$ cat src/hdl/acc_pkg.sv
// ----------------------------------------------------------------------------
// shared constants and types for the conversion control block
// ----------------------------------------------------------------------------
package acc_pkg;

  // ----------------------------------------------------------------------------
  // widths and clock
  // ----------------------------------------------------------------------------
  localparam int RESULT_W     = 24;          // converter word width
  localparam int TEMP_W       = 16;          // die temperature word width
  localparam int PERIOD_W     = 22;          // conversion period counter width
  localparam int SPS_W        = 20;          // reported output rate width
  localparam int CLK_HZ       = 10_000_000;  // system clock rate in hz

  // ----------------------------------------------------------------------------
  // temperature thresholds, 1 lsb = 1/64 degree c, two's complement
  // ----------------------------------------------------------------------------
  localparam int TEMP_LSB_PER_C = 64;
  localparam int TEMP_WARN_C    = 145;       // overtemperature warning
  localparam int TEMP_SHUT_C    = 165;       // automatic shutdown
  localparam logic [TEMP_W-1:0] TEMP_WARN_CODE = TEMP_W'(TEMP_WARN_C * TEMP_LSB_PER_C);
  localparam logic [TEMP_W-1:0] TEMP_SHUT_CODE = TEMP_W'(TEMP_SHUT_C * TEMP_LSB_PER_C);

  // ----------------------------------------------------------------------------
  // data rate limits and line rejection corner
  // ----------------------------------------------------------------------------
  localparam int NORMAL_MAX_SPS  = 576_000;
  localparam int NORMAL_MIN_SPS  = 15;
  localparam int SINGLE_MAX_SPS  = 144_000;
  localparam int SINGLE_MIN_SPS  = 3;
  localparam int LINE_REJECT_SPS = 60;       // at or below this, 50/60 hz notch

  // ----------------------------------------------------------------------------
  // enumerations
  // ----------------------------------------------------------------------------
  typedef enum logic [2:0] {
    SEL_IN1, SEL_IN2, SEL_IN3, SEL_IN4,
    SEL_COMMON, SEL_CAL_HIGH, SEL_CAL_LOW, SEL_GROUND
  } acc_hv_sel_t;

  typedef enum logic [2:0] {
    LV_AMP, LV_AUX_PAIR, LV_ANALOG_SUPPLY, LV_POS_HV_SUPPLY,
    LV_NEG_HV_SUPPLY, LV_COARSE_REF
  } acc_lv_sel_t;

  typedef enum logic [2:0] {
    RM_ONE_CH_ONE, RM_ONE_CH_CONT, RM_MULTI_ONE, RM_MULTI_MULTI, RM_MULTI_CONT
  } acc_read_mode_t;

  typedef enum logic [1:0] {
    CLK_INTERNAL, CLK_CRYSTAL, CLK_EXTERNAL
  } acc_clk_src_t;

  typedef enum logic [1:0] {
    ST_IDLE, ST_CONV, ST_STORE
  } acc_state_t;

  // rate code to output rate: normal spans 576k..15, single-cycle 144k..3
  function automatic int acc_rate_sps(input logic [2:0] code, input logic single);
    int n;
    case (code)
      3'h0:    n = NORMAL_MAX_SPS;
      3'h1:    n = 288_000;
      3'h2:    n = 144_000;
      3'h3:    n = 72_000;
      3'h4:    n = 16_000;
      3'h5:    n = 1_000;
      3'h6:    n = LINE_REJECT_SPS;
      default: n = NORMAL_MIN_SPS;
    endcase
    if (single)
      acc_rate_sps = (code == 3'h7) ? SINGLE_MIN_SPS : n / 4;
    else
      acc_rate_sps = n;
  endfunction : acc_rate_sps

endpackage : acc_pkg

$ cat src/hdl/acc_conv_ctrl.sv
// Contract
// - positive selector offers four positive inputs
// - negative selector offers four negative inputs
// - both add common, cal high/low, ground
// - chop: two conversions, average of difference
// - chop halves effective output rate
// - invert sign for common/ground versus negative
// - die temperature kept as readable 16-bit value
// - warn 145, shutdown 165, user alarm
// - five read modes supported
// - burst command returns several channels together
// - normal settling rate 576 ksps to 15
// - single-cycle settling rate 144 ksps to 3
// - selectable sinc cascade and settling mode; the cascade only follows i_settle_single (4 stages single-cycle, 1 otherwise)
// - low rates reject 50 and 60 hz
// - sync pin, start request, frame end synchronise
// - low-voltage selector routes aux and diagnostics
// - clock source: oscillator, crystal or external
// - sequencer scans enabled channels unattended
// - ready output high when result available
// - interrupt output driven low on alarms
`timescale 1ns/1ps
module acc_conv_ctrl
  import acc_pkg::*;
#(
  parameter int NCH = 8                             // sequencer channel slots
)(
  // clock and reset
  input  wire logic                  i_sys_clk,
  input  wire logic                  i_rst_n,
  // conversion control
  input  wire logic                  i_start,           // one-cycle start request
  input  wire logic                  i_stop,            // one-cycle abort
  input  wire logic [2:0]            i_read_mode,
  input  wire logic                  i_trig_on_sync,
  input  wire logic                  i_trig_on_frame_end,
  // channel configuration
  input  wire logic [NCH-1:0]        i_ch_enable,
  input  wire logic [3*NCH-1:0]      i_ch_pos_sel,
  input  wire logic [3*NCH-1:0]      i_ch_neg_sel,
  input  wire logic [NCH-1:0]        i_channel_chop_enable,
  // filter, low-voltage path and clock configuration
  input  wire logic                  i_settle_single,
  input  wire logic [2:0]            i_rate_code,
  input  wire logic [2:0]            i_lv_sel,
  input  wire logic [1:0]            i_clk_src,
  // modulator path
  input  wire logic [RESULT_W-1:0]   i_adc_sample,
  output logic [2:0]                 o_pos_sel,
  output logic [2:0]                 o_neg_sel,
  output logic [2:0]                 o_lv_sel,
  output logic                       o_converting,
  output logic                       o_filter_single_cycle,
  output logic [2:0]                 o_sinc_stages,
  output logic                       o_line_reject,
  output logic [SPS_W-1:0]           o_rate_sps,
  // results
  output logic [RESULT_W-1:0]        o_result,
  output logic [3:0]                 o_result_ch,
  output logic                       o_result_ready_out,
  input  wire logic                  i_result_ack,
  // burst readout
  input  wire logic                  i_burst_cmd,
  output logic                       o_burst_valid,
  input  wire logic                  i_burst_ready,
  output logic [RESULT_W-1:0]        o_burst_word,
  output logic [3:0]                 o_burst_ch,
  output logic                       o_burst_last,
  // host pins
  input  wire logic                  i_sync,
  input  wire logic                  i_sclk,
  input  wire logic                  i_chip_select_n,
  // temperature
  input  wire logic [TEMP_W-1:0]     i_temp_sample,
  input  wire logic                  i_temp_valid,
  input  wire logic [TEMP_W-1:0]     i_temp_alarm_thr,
  input  wire logic                  i_shutdown_clear,
  output logic [TEMP_W-1:0]          o_temp_reading,
  output logic                       o_temp_warning,
  output logic                       o_temp_alarm,
  output logic                       o_temp_shutdown,
  output logic                       o_interrupt_out_n,
  // clock source enables
  output logic                       o_osc_enable,
  output logic                       o_xtal_enable,
  output logic                       o_ext_clk_sel
);

  // ----------------------------------------------------------------------------
  // elaboration check
  // ----------------------------------------------------------------------------
  localparam int CH_W = (NCH > 1) ? $clog2(NCH) : 1;
  if (NCH < 2 || NCH > 16) begin : g_bad_nch
    $error("NCH must lie between 2 and 16");
  end

  // ----------------------------------------------------------------------------
  // helper functions
  // ----------------------------------------------------------------------------
  // next enabled slot after cur; msb flags a wrap to a lower or equal slot
  function automatic logic [CH_W:0] next_on(input logic [NCH-1:0] m,
                                            input logic [CH_W-1:0] cur);
    logic [CH_W:0] r;
    logic          hit;
    int            j;
    r   = {1'b1, cur};
    hit = 1'b0;
    for (int i = 1; i < NCH; i++)
    begin
      j = (int'(cur) + i) % NCH;
      if (!hit && m[j])
      begin
        hit = 1'b1;
        r   = {(j <= int'(cur)), CH_W'(j)};
      end
    end
    next_on = r;
  endfunction : next_on

  // lowest enabled slot
  function automatic logic [CH_W-1:0] first_on(input logic [NCH-1:0] m);
    logic [CH_W-1:0] r;
    r = '0;
    for (int i = NCH - 1; i >= 0; i--)
    begin
      if (m[i])
        r = CH_W'(i);
    end
    first_on = r;
  endfunction : first_on

  // ----------------------------------------------------------------------------
  // pin synchronisers, three stages, level accepted when stages two and three agree
  // ----------------------------------------------------------------------------
  logic [2:0] sync_s;                     // sync pin chain
  logic [2:0] sclk_s;                     // serial clock chain
  logic [2:0] cs_s;                       // chip select chain
  logic       sync_f;                     // filtered sync level
  logic       sclk_f;                     // filtered serial clock
  logic       cs_f;                       // filtered chip select
  logic       sclk_fell;                  // a falling clock edge seen in this frame

  // chains and filtered levels
  always_ff @(posedge i_sys_clk)
  begin
    if (!i_rst_n)
    begin
      sync_s    <= 3'h0;
      sclk_s    <= 3'h0;
      cs_s      <= 3'h7;
      sync_f    <= 1'b0;
      sclk_f    <= 1'b0;
      cs_f      <= 1'b1;
      sclk_fell <= 1'b0;
    end
    else
    begin
      sync_s <= {sync_s[1:0], i_sync};
      sclk_s <= {sclk_s[1:0], i_sclk};
      cs_s   <= {cs_s[1:0], i_chip_select_n};
      if (sync_s[1] == sync_s[2])
        sync_f <= sync_s[2];
      if (sclk_s[1] == sclk_s[2])
        sclk_f <= sclk_s[2];
      if (cs_s[1] == cs_s[2])
        cs_f <= cs_s[2];
      // remember the last falling clock edge while the frame is open
      if (cs_f)
        sclk_fell <= 1'b0;
      else if (sclk_f && sclk_s[1] == sclk_s[2] && !sclk_s[2])
        sclk_fell <= 1'b1;
    end
  end

  // ----------------------------------------------------------------------------
  // conversion triggers
  // ----------------------------------------------------------------------------
  wire sync_rise   = !sync_f && sync_s[1] == sync_s[2] && sync_s[2];
  wire frame_close = !cs_f && cs_s[1] == cs_s[2] && cs_s[2];
  wire trigger     = i_start
                   | (i_trig_on_sync && sync_rise)
                   | (i_trig_on_frame_end && frame_close && sclk_fell);

  // ----------------------------------------------------------------------------
  // rate and filter selection
  // ----------------------------------------------------------------------------
  wire signed [31:0] sps    = acc_rate_sps(i_rate_code, i_settle_single);
  wire signed [31:0] period = (CLK_HZ / sps < 1) ? 32'sh1 : CLK_HZ / sps;
  // settling choice: single-cycle uses the deeper cascade
  wire [2:0] sinc_next = i_settle_single ? 3'h4 : 3'h1;

  // ----------------------------------------------------------------------------
  // sequencer state
  // ----------------------------------------------------------------------------
  acc_state_t           state;            // conversion state
  acc_read_mode_t       mode;             // mode latched at start
  logic [CH_W-1:0]      cur_ch;           // slot being converted
  logic [PERIOD_W-1:0]  cnt;              // cycles left in this conversion
  logic                 phase_b;          // second half of a chopped pair
  logic [RESULT_W-1:0]  sample_a;         // first intermediate result
  logic [RESULT_W-1:0]  sample_b;         // last captured sample
  logic                 shut;             // shutdown latch
  logic [RESULT_W-1:0]  results [NCH];    // per-slot result store

  // decoded configuration of the current slot
  wire [2:0] cfg_pos  = i_ch_pos_sel[3*cur_ch +: 3];
  wire [2:0] cfg_neg  = i_ch_neg_sel[3*cur_ch +: 3];
  wire       cfg_chop = i_channel_chop_enable[cur_ch];
  // chopping swaps the pair for the second conversion
  wire [2:0] pos_next = (cfg_chop && phase_b) ? cfg_neg : cfg_pos;
  wire [2:0] neg_next = (cfg_chop && phase_b) ? cfg_pos : cfg_neg;

  // sign inversion when the positive side is common or ground against an input or a cal level
  wire pos_is_ref = cfg_pos == SEL_COMMON || cfg_pos == SEL_GROUND;
  wire neg_is_in  = cfg_neg <= SEL_IN4 || cfg_neg == SEL_CAL_HIGH || cfg_neg == SEL_CAL_LOW;
  wire invert     = pos_is_ref && neg_is_in;

  // chopped result: half the difference cancels the channel offset
  wire [RESULT_W:0]   diff    = {sample_a[RESULT_W-1], sample_a}
                              - {sample_b[RESULT_W-1], sample_b};
  wire [RESULT_W-1:0] raw     = cfg_chop ? diff[RESULT_W:1] : sample_b;
  wire [RESULT_W-1:0] final_v = invert ? (~raw + 24'h000001) : raw;

  // next slot and wrap decision
  wire [CH_W:0]    nxt      = next_on(i_ch_enable, cur_ch);
  wire             wrap     = nxt[CH_W];
  wire [CH_W-1:0]  start_ch = first_on(i_ch_enable);
  wire             one_ch   = mode == RM_ONE_CH_ONE || mode == RM_ONE_CH_CONT;
  wire             pass_end = one_ch || wrap;
  // one-read modes stop after their pass, continuous modes run on
  wire             stop_now = mode == RM_ONE_CH_ONE
                           || ((mode == RM_MULTI_ONE || mode == RM_MULTI_MULTI) && wrap);
  // multi one-read raises ready only once the whole pass is stored
  wire             ready_set = (state == ST_STORE)
                            && (mode != RM_MULTI_ONE || pass_end);

  // ----------------------------------------------------------------------------
  // conversion state machine
  // ----------------------------------------------------------------------------
  always_ff @(posedge i_sys_clk)
  begin
    if (!i_rst_n)
    begin
      state    <= ST_IDLE;
      mode     <= RM_ONE_CH_ONE;
      cur_ch   <= '0;
      cnt      <= '0;
      phase_b  <= 1'b0;
      sample_a <= '0;
      sample_b <= '0;
    end
    else
    begin
      case (state)
        ST_IDLE:
        begin
          // no new work while shut down
          if (trigger && !shut && |i_ch_enable)
          begin
            mode    <= acc_read_mode_t'(i_read_mode);
            cur_ch  <= start_ch;
            cnt     <= PERIOD_W'(period);
            phase_b <= 1'b0;
            state   <= ST_CONV;
          end
        end
        ST_CONV:
        begin
          if (i_stop || shut)
            state <= ST_IDLE;
          else if (cnt <= PERIOD_W'(1))
          begin
            if (cfg_chop && !phase_b)
            begin
              // first half done, run the swapped half at full period
              sample_a <= i_adc_sample;
              phase_b  <= 1'b1;
              cnt      <= PERIOD_W'(period);
            end
            else
            begin
              sample_b <= i_adc_sample;
              state    <= ST_STORE;
            end
          end
          else
            cnt <= cnt - PERIOD_W'(1);
        end
        ST_STORE:
        begin
          phase_b <= 1'b0;
          cnt     <= PERIOD_W'(period);
          if (stop_now || i_stop || shut)
            state <= ST_IDLE;
          else
          begin
            if (!one_ch)
              cur_ch <= nxt[CH_W-1:0];
            state <= ST_CONV;
          end
        end
        default:
          state <= ST_IDLE;
      endcase
    end
  end

  // ----------------------------------------------------------------------------
  // result store and ready flag; one store per slot even when chopped
  // ----------------------------------------------------------------------------
  always_ff @(posedge i_sys_clk)
  begin
    if (!i_rst_n)
    begin
      o_result           <= '0;
      o_result_ch        <= 4'h0;
      o_result_ready_out <= 1'b0;
      for (int i = 0; i < NCH; i++)
        results[i] <= '0;
    end
    else
    begin
      if (state == ST_STORE)
      begin
        results[cur_ch] <= final_v;
        o_result        <= final_v;
        o_result_ch     <= 4'(cur_ch);
      end
      // a new result in the acknowledge cycle keeps the flag up
      if (ready_set)
        o_result_ready_out <= 1'b1;
      else if (i_result_ack)
        o_result_ready_out <= 1'b0;
    end
  end

  // ----------------------------------------------------------------------------
  // burst readout of all enabled slots in one host transaction
  // ----------------------------------------------------------------------------
  logic [CH_W-1:0] b_ch;                  // slot on offer
  wire  [CH_W:0]   b_nxt   = next_on(i_ch_enable, b_ch);
  wire  [CH_W:0]   b_first = next_on(i_ch_enable, start_ch);

  always_ff @(posedge i_sys_clk)
  begin
    if (!i_rst_n)
    begin
      b_ch          <= '0;
      o_burst_valid <= 1'b0;
      o_burst_word  <= '0;
      o_burst_ch    <= 4'h0;
      o_burst_last  <= 1'b0;
    end
    else if (!o_burst_valid)
    begin
      if (i_burst_cmd && |i_ch_enable)
      begin
        b_ch          <= start_ch;
        o_burst_valid <= 1'b1;
        o_burst_word  <= results[start_ch];
        o_burst_ch    <= 4'(start_ch);
        o_burst_last  <= b_first[CH_W];
      end
    end
    else if (i_burst_ready)
    begin
      if (o_burst_last)
        o_burst_valid <= 1'b0;
      else
      begin
        b_ch         <= b_nxt[CH_W-1:0];
        o_burst_word <= results[b_nxt[CH_W-1:0]];
        o_burst_ch   <= 4'(b_nxt[CH_W-1:0]);
        o_burst_last <= next_on(i_ch_enable, b_nxt[CH_W-1:0]) >> CH_W != '0;
      end
    end
  end

  // ----------------------------------------------------------------------------
  // temperature monitor; thresholds compare signed codes
  // ----------------------------------------------------------------------------
  wire signed [TEMP_W-1:0] t_now = signed'(i_temp_sample);
  wire t_shut = t_now >= signed'(TEMP_SHUT_CODE);

  always_ff @(posedge i_sys_clk)
  begin
    if (!i_rst_n)
    begin
      o_temp_reading <= '0;
      o_temp_warning <= 1'b0;
      o_temp_alarm   <= 1'b0;
      shut           <= 1'b0;
    end
    else
    begin
      if (i_temp_valid)
      begin
        o_temp_reading <= i_temp_sample;
        o_temp_warning <= t_now >= signed'(TEMP_WARN_CODE);
        o_temp_alarm   <= t_now >= signed'(i_temp_alarm_thr);
      end
      // a crossing in the clear cycle wins over the clear
      if (i_temp_valid && t_shut)
        shut <= 1'b1;
      else if (i_shutdown_clear)
        shut <= 1'b0;
    end
  end

  // ----------------------------------------------------------------------------
  // routing, filter and clock source outputs
  // ----------------------------------------------------------------------------
  always_ff @(posedge i_sys_clk)
  begin
    if (!i_rst_n)
    begin
      o_pos_sel             <= SEL_GROUND;
      o_neg_sel             <= SEL_GROUND;
      o_lv_sel              <= LV_AMP;
      o_converting          <= 1'b0;
      o_filter_single_cycle <= 1'b0;
      o_sinc_stages         <= 3'h1;
      o_line_reject         <= 1'b0;
      o_rate_sps            <= '0;
      o_interrupt_out_n     <= 1'b1;
      o_osc_enable          <= 1'b1;
      o_xtal_enable         <= 1'b0;
      o_ext_clk_sel         <= 1'b0;
    end
    else
    begin
      o_pos_sel             <= pos_next;
      o_neg_sel             <= neg_next;
      o_lv_sel              <= (i_lv_sel > LV_COARSE_REF) ? LV_AMP : i_lv_sel;
      o_converting          <= state != ST_IDLE;
      o_filter_single_cycle <= i_settle_single;
      o_sinc_stages         <= sinc_next;
      o_line_reject         <= sps <= LINE_REJECT_SPS;
      o_rate_sps            <= SPS_W'(sps);
      o_interrupt_out_n     <= !(o_temp_warning || o_temp_alarm || shut);
      o_osc_enable          <= i_clk_src == CLK_INTERNAL;
      o_xtal_enable         <= i_clk_src == CLK_CRYSTAL;
      o_ext_clk_sel         <= i_clk_src == CLK_EXTERNAL;
    end
  end

  assign o_temp_shutdown = shut;

endmodule : acc_conv_ctrl

$ cat config.mk
export PLATFORM = sky130hd
export DESIGN_NAME = acc_conv_ctrl
export DESIGN_NICKNAME = d
export VERILOG_FILES = /design/src/hdl/acc_pkg.sv /design/src/hdl/acc_conv_ctrl.sv
export SDC_FILE = /design/constraint.sdc
export NUM_CORES = 1
export LEC_CHECK = 0
export ABC_CLOCK_PERIOD_IN_PS = 93300
export BUFFER_PORTS_ARGS = -buffer_cell sky130_fd_sc_hd__buf_2
export CAP_MARGIN = 20
export CORE_ASPECT_RATIO = 1.4
export CORE_MARGIN = 8
export CORE_UTILIZATION = 45
export DETAILED_ROUTE_END_ITERATION = 8
export GPL_TIMING_DRIVEN = 0
export SYNTH_ARGS = -nofsm -noshare
export SYNTH_HDL_FRONTEND = slang
export SYNTH_SLANG_ARGS = --single-unit
$ cat constraint.sdc
create_clock -name i_sys_clk -period 93.3 [get_ports i_sys_clk]
set_input_delay 18.66 -clock i_sys_clk [delete_from_list [all_inputs] [get_ports i_sys_clk]]
set_output_delay 18.66 -clock i_sys_clk [all_outputs]
set_load 0.02 [all_outputs]
==> results_dict.tcl, run 1 <==
set metrics [dict create \
    path_max_fanout 19 \
    synth_area_mm2 0.0493 \
    place_congestion 0.971 \
    yosysWarnings 0 \
    antenna_found_initial 9 \
    ctsHtreeMaxLevel 2 \
    postRouteAntennaNets 0 \
    yosysTopAreaCell "ha_1" \
    ys.flop_type "dfxtp_1" \
    via_per_inst 6.16 \
    hold_path_class "reg2reg" \
    hpwl_um 143000 \
    synth_commonest_cells "nor2_1 (796), a21oi_1 (568), nand2_1 (564), ha_1 (487), o21ai_0 (398)" \
    port-buffer-count 257 \
    tightest_slew_ns 1.17 \
    drv_cap 0 \
    firstDrtPassIters 6 \
    cts_root_buf "clkbuf_16" \
    hold_viol 0 \
    ios 263 \
    nNetsFinal 7457 \
    wl_per_cell_um 22.1 \
    drtIter0Drc 3594 \
    synth.distinct_cells 118 \
    overflow 0 \
    clock_path_buffers 3 \
    die_w_um 296 \
    fp.dieH_um 408 \
    hold_buffers 0 \
    vias 51200 \
    syn_inst 6283 \
    yosysMostFrequentCell "nor2_1" \
    coreArea_mm2 0.109 \
    cp_slowest_cell "or4_4" \
    num_rows 143 \
    ys_seq_elements 397 \
    dieArea_mm2 0.121 \
    clk_latency_ns 0.61 \
    grt_pass1_wl_um 276000 \
    drv_slew 0 \
    slew_headroom_pct 21.0 \
    grt_pass1_vias 49200 \
    cts_num_sinks 397 \
    initial_core_util_pct 45.4 \
    period_share_pct 96.8 \
    cts-buffers-inserted 44 \
    skew_ns 0.0536 \
    tritoncts "built" \
    cp.arrival_ns 90.73 \
    drc 0 \
    endpoint_kind "flip-flop" \
    clk_pin_slew_ns 0.07 \
    slowest_delay_ns 0.56 \
    layout-drive-gt1-share_pct 19.7 \
    async_flop_share_pct 0 \
    syn2layout_area_growth_pct 20.3 \
    nFillCells 10300 \
    grt_usage_pct 28.5 \
    wirelength_um 184000 \
    status "complete, no violations" \
    setup-tns-final_ns 0 \
    path_class "in2reg" \
    period_needed_ns 90.28 \
    synth_edf_count 192 \
    grt_max_degree 27 \
    cp_common_cell "o21a_1" \
    required_ns 93.75 \
    setup_viol 0 \
    synthTopCellsByArea "ha_1 (12%), edfxtp_1 (12%), dfxtp_1 (8.3%), nor2_1 (6.1%), a21oi_1 (5.8%)" \
    fmax_ghz 0.0111 \
    syn-mean-instance-area_um2 7.85 \
    yosysSeqAreaShare_pct 20.0 \
    synthDominantCellAreaShare_pct 12.4 \
    startpoint_type "primary input" \
]
## critical path, delay by kind of cell
family	cells	cell delay [ns]
xor gates and xnor gates	1	0.16
and+or+nand+nor	91	16.09
AOI/OAI and AO/OA	211	37.50
muxes	6	1.68
adders and majority gates	29	8.61
buffers and inverters	51	7.86
## registers in the layout (all words and copies together) (netlist names), 16 cells and up
register and flops:
o_temp_reading 16, sample_b 24, o_burst_word 24, sample_a 24
results 192, cnt 22, o_result 24, o_rate_sps 20
## per-stage QoR
stage / hold WS, ns / utilization [%] / worst slack, ns / std cells / instance area, um2
floorplan: 0.386 / - / 0.0250 / 6286 / 49400
global placement: 0.404 / 48.4 / -21.78 / 7993 / 52500
detailed placement: 0.397 / 49.0 / -21.97 / 8016 / 53200
CTS: 0.445 / 52.3 / 0.0353 / 8173 / 56900
global route: 0.459 / 54.7 / -0.462 / 8313 / 59400
finish: 0.443 / 54.7 / 3.02 / 8316 / 59400
## metal layers
layer  track usage (%)  vias to the layer above  share of wire, %
met5                 0                        -                 0
li1                  -                    24400                 -
met1              31.5                    24400                37
met2              52.9                     1846                51
met3              3.19                      574               5.8
met4              14.2                        0               6.1
## cells in the final DEF (no fill, tap or decap), drive strengths merged, types with 22 or more instances in the layout
cell / Yosys / layout
nor2: 797 / 797
buf: 72 / 595
a21oi: 569 / 569
nand2: 564 / 566
ha: 487 / 487
o21ai: 436 / 436
inv: 249 / 254
clkbuf: 208 / 232
dfxtp: 205 / 205
xnor2: 204 / 204
mux2i: 197 / 197
edfxtp: 192 / 192
a21o: 162 / 162
o21a: 158 / 158
nor3: 147 / 147
xor2: 124 / 124
mux2: 116 / 116
nand2b: 108 / 108
mux4: 100 / 100
nand3: 92 / 92
o211ai: 74 / 74
a31oi: 72 / 72
and2: 61 / 61
nor2b: 58 / 58
and3: 55 / 55
a211oi: 54 / 54
or3: 53 / 53
nand4: 51 / 51
o21bai: 46 / 46
or2: 41 / 41
a22oi: 40 / 40
o31ai: 40 / 40
nor4: 37 / 37
o22ai: 35 / 35
a21boi: 26 / 26
a2111oi: 24 / 24
o2111ai: 22 / 22
## cell type report
| class | instances | area [um2] | share of cell area, % |
|---|---|---|---|
| Multi-Input combinational cell | 5361 | 39900 | 67.2 |
| Sequential cell | 397 | 9870 | 16.6 |
| Timing Repair Buffer | 507 | 3620 | 6.11 |
| Tap cell | 1450 | 1810 | 3.06 |
| Buffer | 262 | 1740 | 2.93 |
| Clock buffer | 59 | 1240 | 2.08 |
| Inverter | 250 | 953 | 1.61 |
| Clock inverter | 21 | 226 | 0.382 |
| Antenna cell | 9 | 22.5 | 0.0379 |
## logic make-up after synthesis
group           count (synthesis)  share of synthesized area (%)
compound gates               1963                           25.8
xor+xnor                      328                           5.82
fa+ha+maj                     489                           12.4
buf+inv                       530                           4.28
flops                         397                           20.0
mux                           413                           11.2
other cells                     1                        0.00760
simple gates                 2162                           20.5
## path summary, 6_finish.rpt
check	start	end	slack, ns	cells past startpoint
worst max-delay path	i_rate_code[2]	cnt[0]$_SDFFE_PN0P_	3.02	389
worst min-delay path	sync_s[0]$_SDFF_PN0_	sync_s[1]$_SDFF_PN0_	0.44	1
worst max register to register	b_ch[1]$_SDFFE_PN0P_	o_burst_last$_SDFFE_PN0P_	84.78	26
worst min register to register	sync_s[0]$_SDFF_PN0_	sync_s[1]$_SDFF_PN0_	0.44	1
## timing repair
item,in CTS,in global routing
endpoints found under the setup margin,5,2
pin swaps,74,167
cloned,4,3
buffers inserted,86,135
gates resized for setup,391,356
Power of run 1 is not shown: default switching activity piles up to over one toggle a cycle in this logic, so the estimate is an artifact.
==> inputs of run 2 (changes only) <==
ABC_CLOCK_PERIOD_IN_PS = 99800   (was 93300)
clock period = 99.8 ns   (was 93.3 ns; I/O delays follow)
==> results_dict.tcl, run 2 (synthesis gave the netlist of run 1 again) <==
set metrics [dict create \
    r2r_setup_slack_ns 91.13 \
    wl_per_cell_um 22.1 \
    coreArea_mm2 0.109 \
    place_congestion 0.952 \
    cts-buffers-inserted 44 \
    r2r_start "b_ch[1]$_SDFFE_PN0P_" \
    period_needed_ns 95.78 \
    required_ns 100.25 \
    wirelength_um 181000 \
    grt_pass1_vias 49400 \
    slew_headroom_pct 15.3 \
    tightest_slew_ns 1.27 \
    fmax_ghz 0.0104 \
    die_w_um 296 \
    path_class "in2reg" \
    final_area_mm2 0.0569 \
    path_max_fanout 28 \
    cp_common_cell "o21a_1" \
    nFillCells 10500 \
    nNetsFinal 7309 \
    fp.dieH_um 408 \
    slowest_delay_ns 0.70 \
    via_per_inst 6.17 \
    skew_ns 0.0477 \
    final_common_cell "nor2_1" \
    dieArea_mm2 0.121 \
    hold_viol 0 \
    layout_common_cells "nor2_1 (778), nand2_1 (545), a21oi_1 (536), ha_1 (462), o21ai_0 (364)" \
    initial_core_util_pct 45.4 \
    layout-drive-gt1-share_pct 16.0 \
    reg2regPathDepth 26 \
    cp_slowest_cell "or4b_2" \
    hold_path_class "reg2reg" \
    drv_cap 0 \
    clk_latency_ns 0.61 \
    final_cell_count_no_fill 8167 \
    clock_path_buffers 3 \
    drc 0 \
    critPathCapture "cnt[0]$_SDFFE_PN0P_" \
    regArea_mm2 0.00987 \
    period_share_pct 96.0 \
    clk_pin_slew_ns 0.06 \
    grt_max_degree 31 \
    port-buffer-count 257 \
    cts_root_buf "clkbuf_16" \
    ios 263 \
    cts_num_sinks 397 \
    ctsHtreeMaxLevel 2 \
    setup_viol 0 \
    tritoncts "built" \
    drv_slew 0 \
    cp-startpoint "i_rate_code[2]" \
    overflow 0 \
    drtIter0Drc 3575 \
    num_rows 143 \
    cp.arrival_ns 96.23 \
    postRouteAntennaNets 0 \
    multi_input_area_mm2 0.0390 \
    hold_ws_ns 0.413 \
    grt_pass1_wl_um 273000 \
    largest_register "results" \
    largest_reg_flops 192 \
    antenna_found_initial 7 \
    firstDrtPassIters 8 \
    syn2layout_area_growth_pct 15.4 \
    vias 50400 \
    startpoint_type "primary input" \
    status "complete, no violations" \
    grt_usage_pct 28.2 \
    endpoint_kind "flip-flop" \
    placed_area_mm2 0.0531 \
    reg2reg_to "o_burst_last$_SDFFE_PN0P_" \
    hpwl_um 143000 \
    hold_buffers 0 \
    dpl.cell_count 8014 \
]
-- run 2: cell count changes in the layout (fill, tap and decap cells not counted), sizes merged --
cell and change:
inv +3, diode -3, clkbuf -11, buf -145, or4 +2, clkinvlp +3, clkinv +3, clkdlybuf4s15 -1
nand2 -1, bufinv +1
-- run 2: layout make-up --
| cell class | count | area share (%) |
|---|---|---|
| Clock buffer | 51 | 2.05 |
| Timing Repair Buffer | 359 | 4.27 |
| Multi-Input combinational cell | 5362 | 68.4 |
| Sequential cell | 397 | 17.3 |
| Antenna cell | 6 | 0.0264 |
| Clock inverter | 31 | 0.552 |
| Tap cell | 1450 | 3.19 |
| Inverter | 250 | 1.66 |
| Buffer | 261 | 2.49 |
-- run 2: layer usage --
metal	global-route usage (%)	up-vias	wire, um
met1	31.2	24000	68200
met3	2.87	506	10300
met5	0	-	0
met2	52.9	1713	92100
li1	-	24100	-
met4	13.6	0	9980
-- run 2: repair_timing --
item / 4_1_cts / 5_1_grt
cloned: 0 / 3
buffers inserted: 28 / 51
pin swaps: 28 / 72
endpoints found under the setup margin: 5 / 2
gates resized for setup: 235 / 249
-- run 2: worst min path at each step --
stage                            start  depth (start not counted)                  to
global placement    cs_s[0]$_SDFF_PN1_                          1  cs_s[1]$_SDFF_PN1_
global route        cs_s[0]$_SDFF_PN1_                          1  cs_s[1]$_SDFF_PN1_
CTS                 cs_s[0]$_SDFF_PN1_                          1  cs_s[1]$_SDFF_PN1_
finish              cs_s[0]$_SDFF_PN1_                          1  cs_s[1]$_SDFF_PN1_
floorplan           cs_s[0]$_SDFF_PN1_                          1  cs_s[1]$_SDFF_PN1_
detailed placement  cs_s[0]$_SDFF_PN1_                          1  cs_s[1]$_SDFF_PN1_
-- run 2: critical path: cells and delay by family --
family	cells	cell delay (ns)
buffers and inverters	49	8.53
multiplexers	10	2.87
AND/OR/NAND/NOR	91	17.15
XOR/XNOR	1	0.17
adder cells (fa/ha/maj)	29	9.07
AO/OA/AOI/OAI	208	38.29
-- run 2: through the flow --
step	setup WS, ns	util [%]	TNS [ns]
after detailed placement	-20.61	48.9	-55.52
after CTS	0.0259	51.2	0
after global routing	-0.230	52.4	-0.230
after floorplan	2.91	-	0
after global placement	-21.42	48.3	-59.50
final	4.02	52.4	0
Power of run 2 is left out for the same reason.
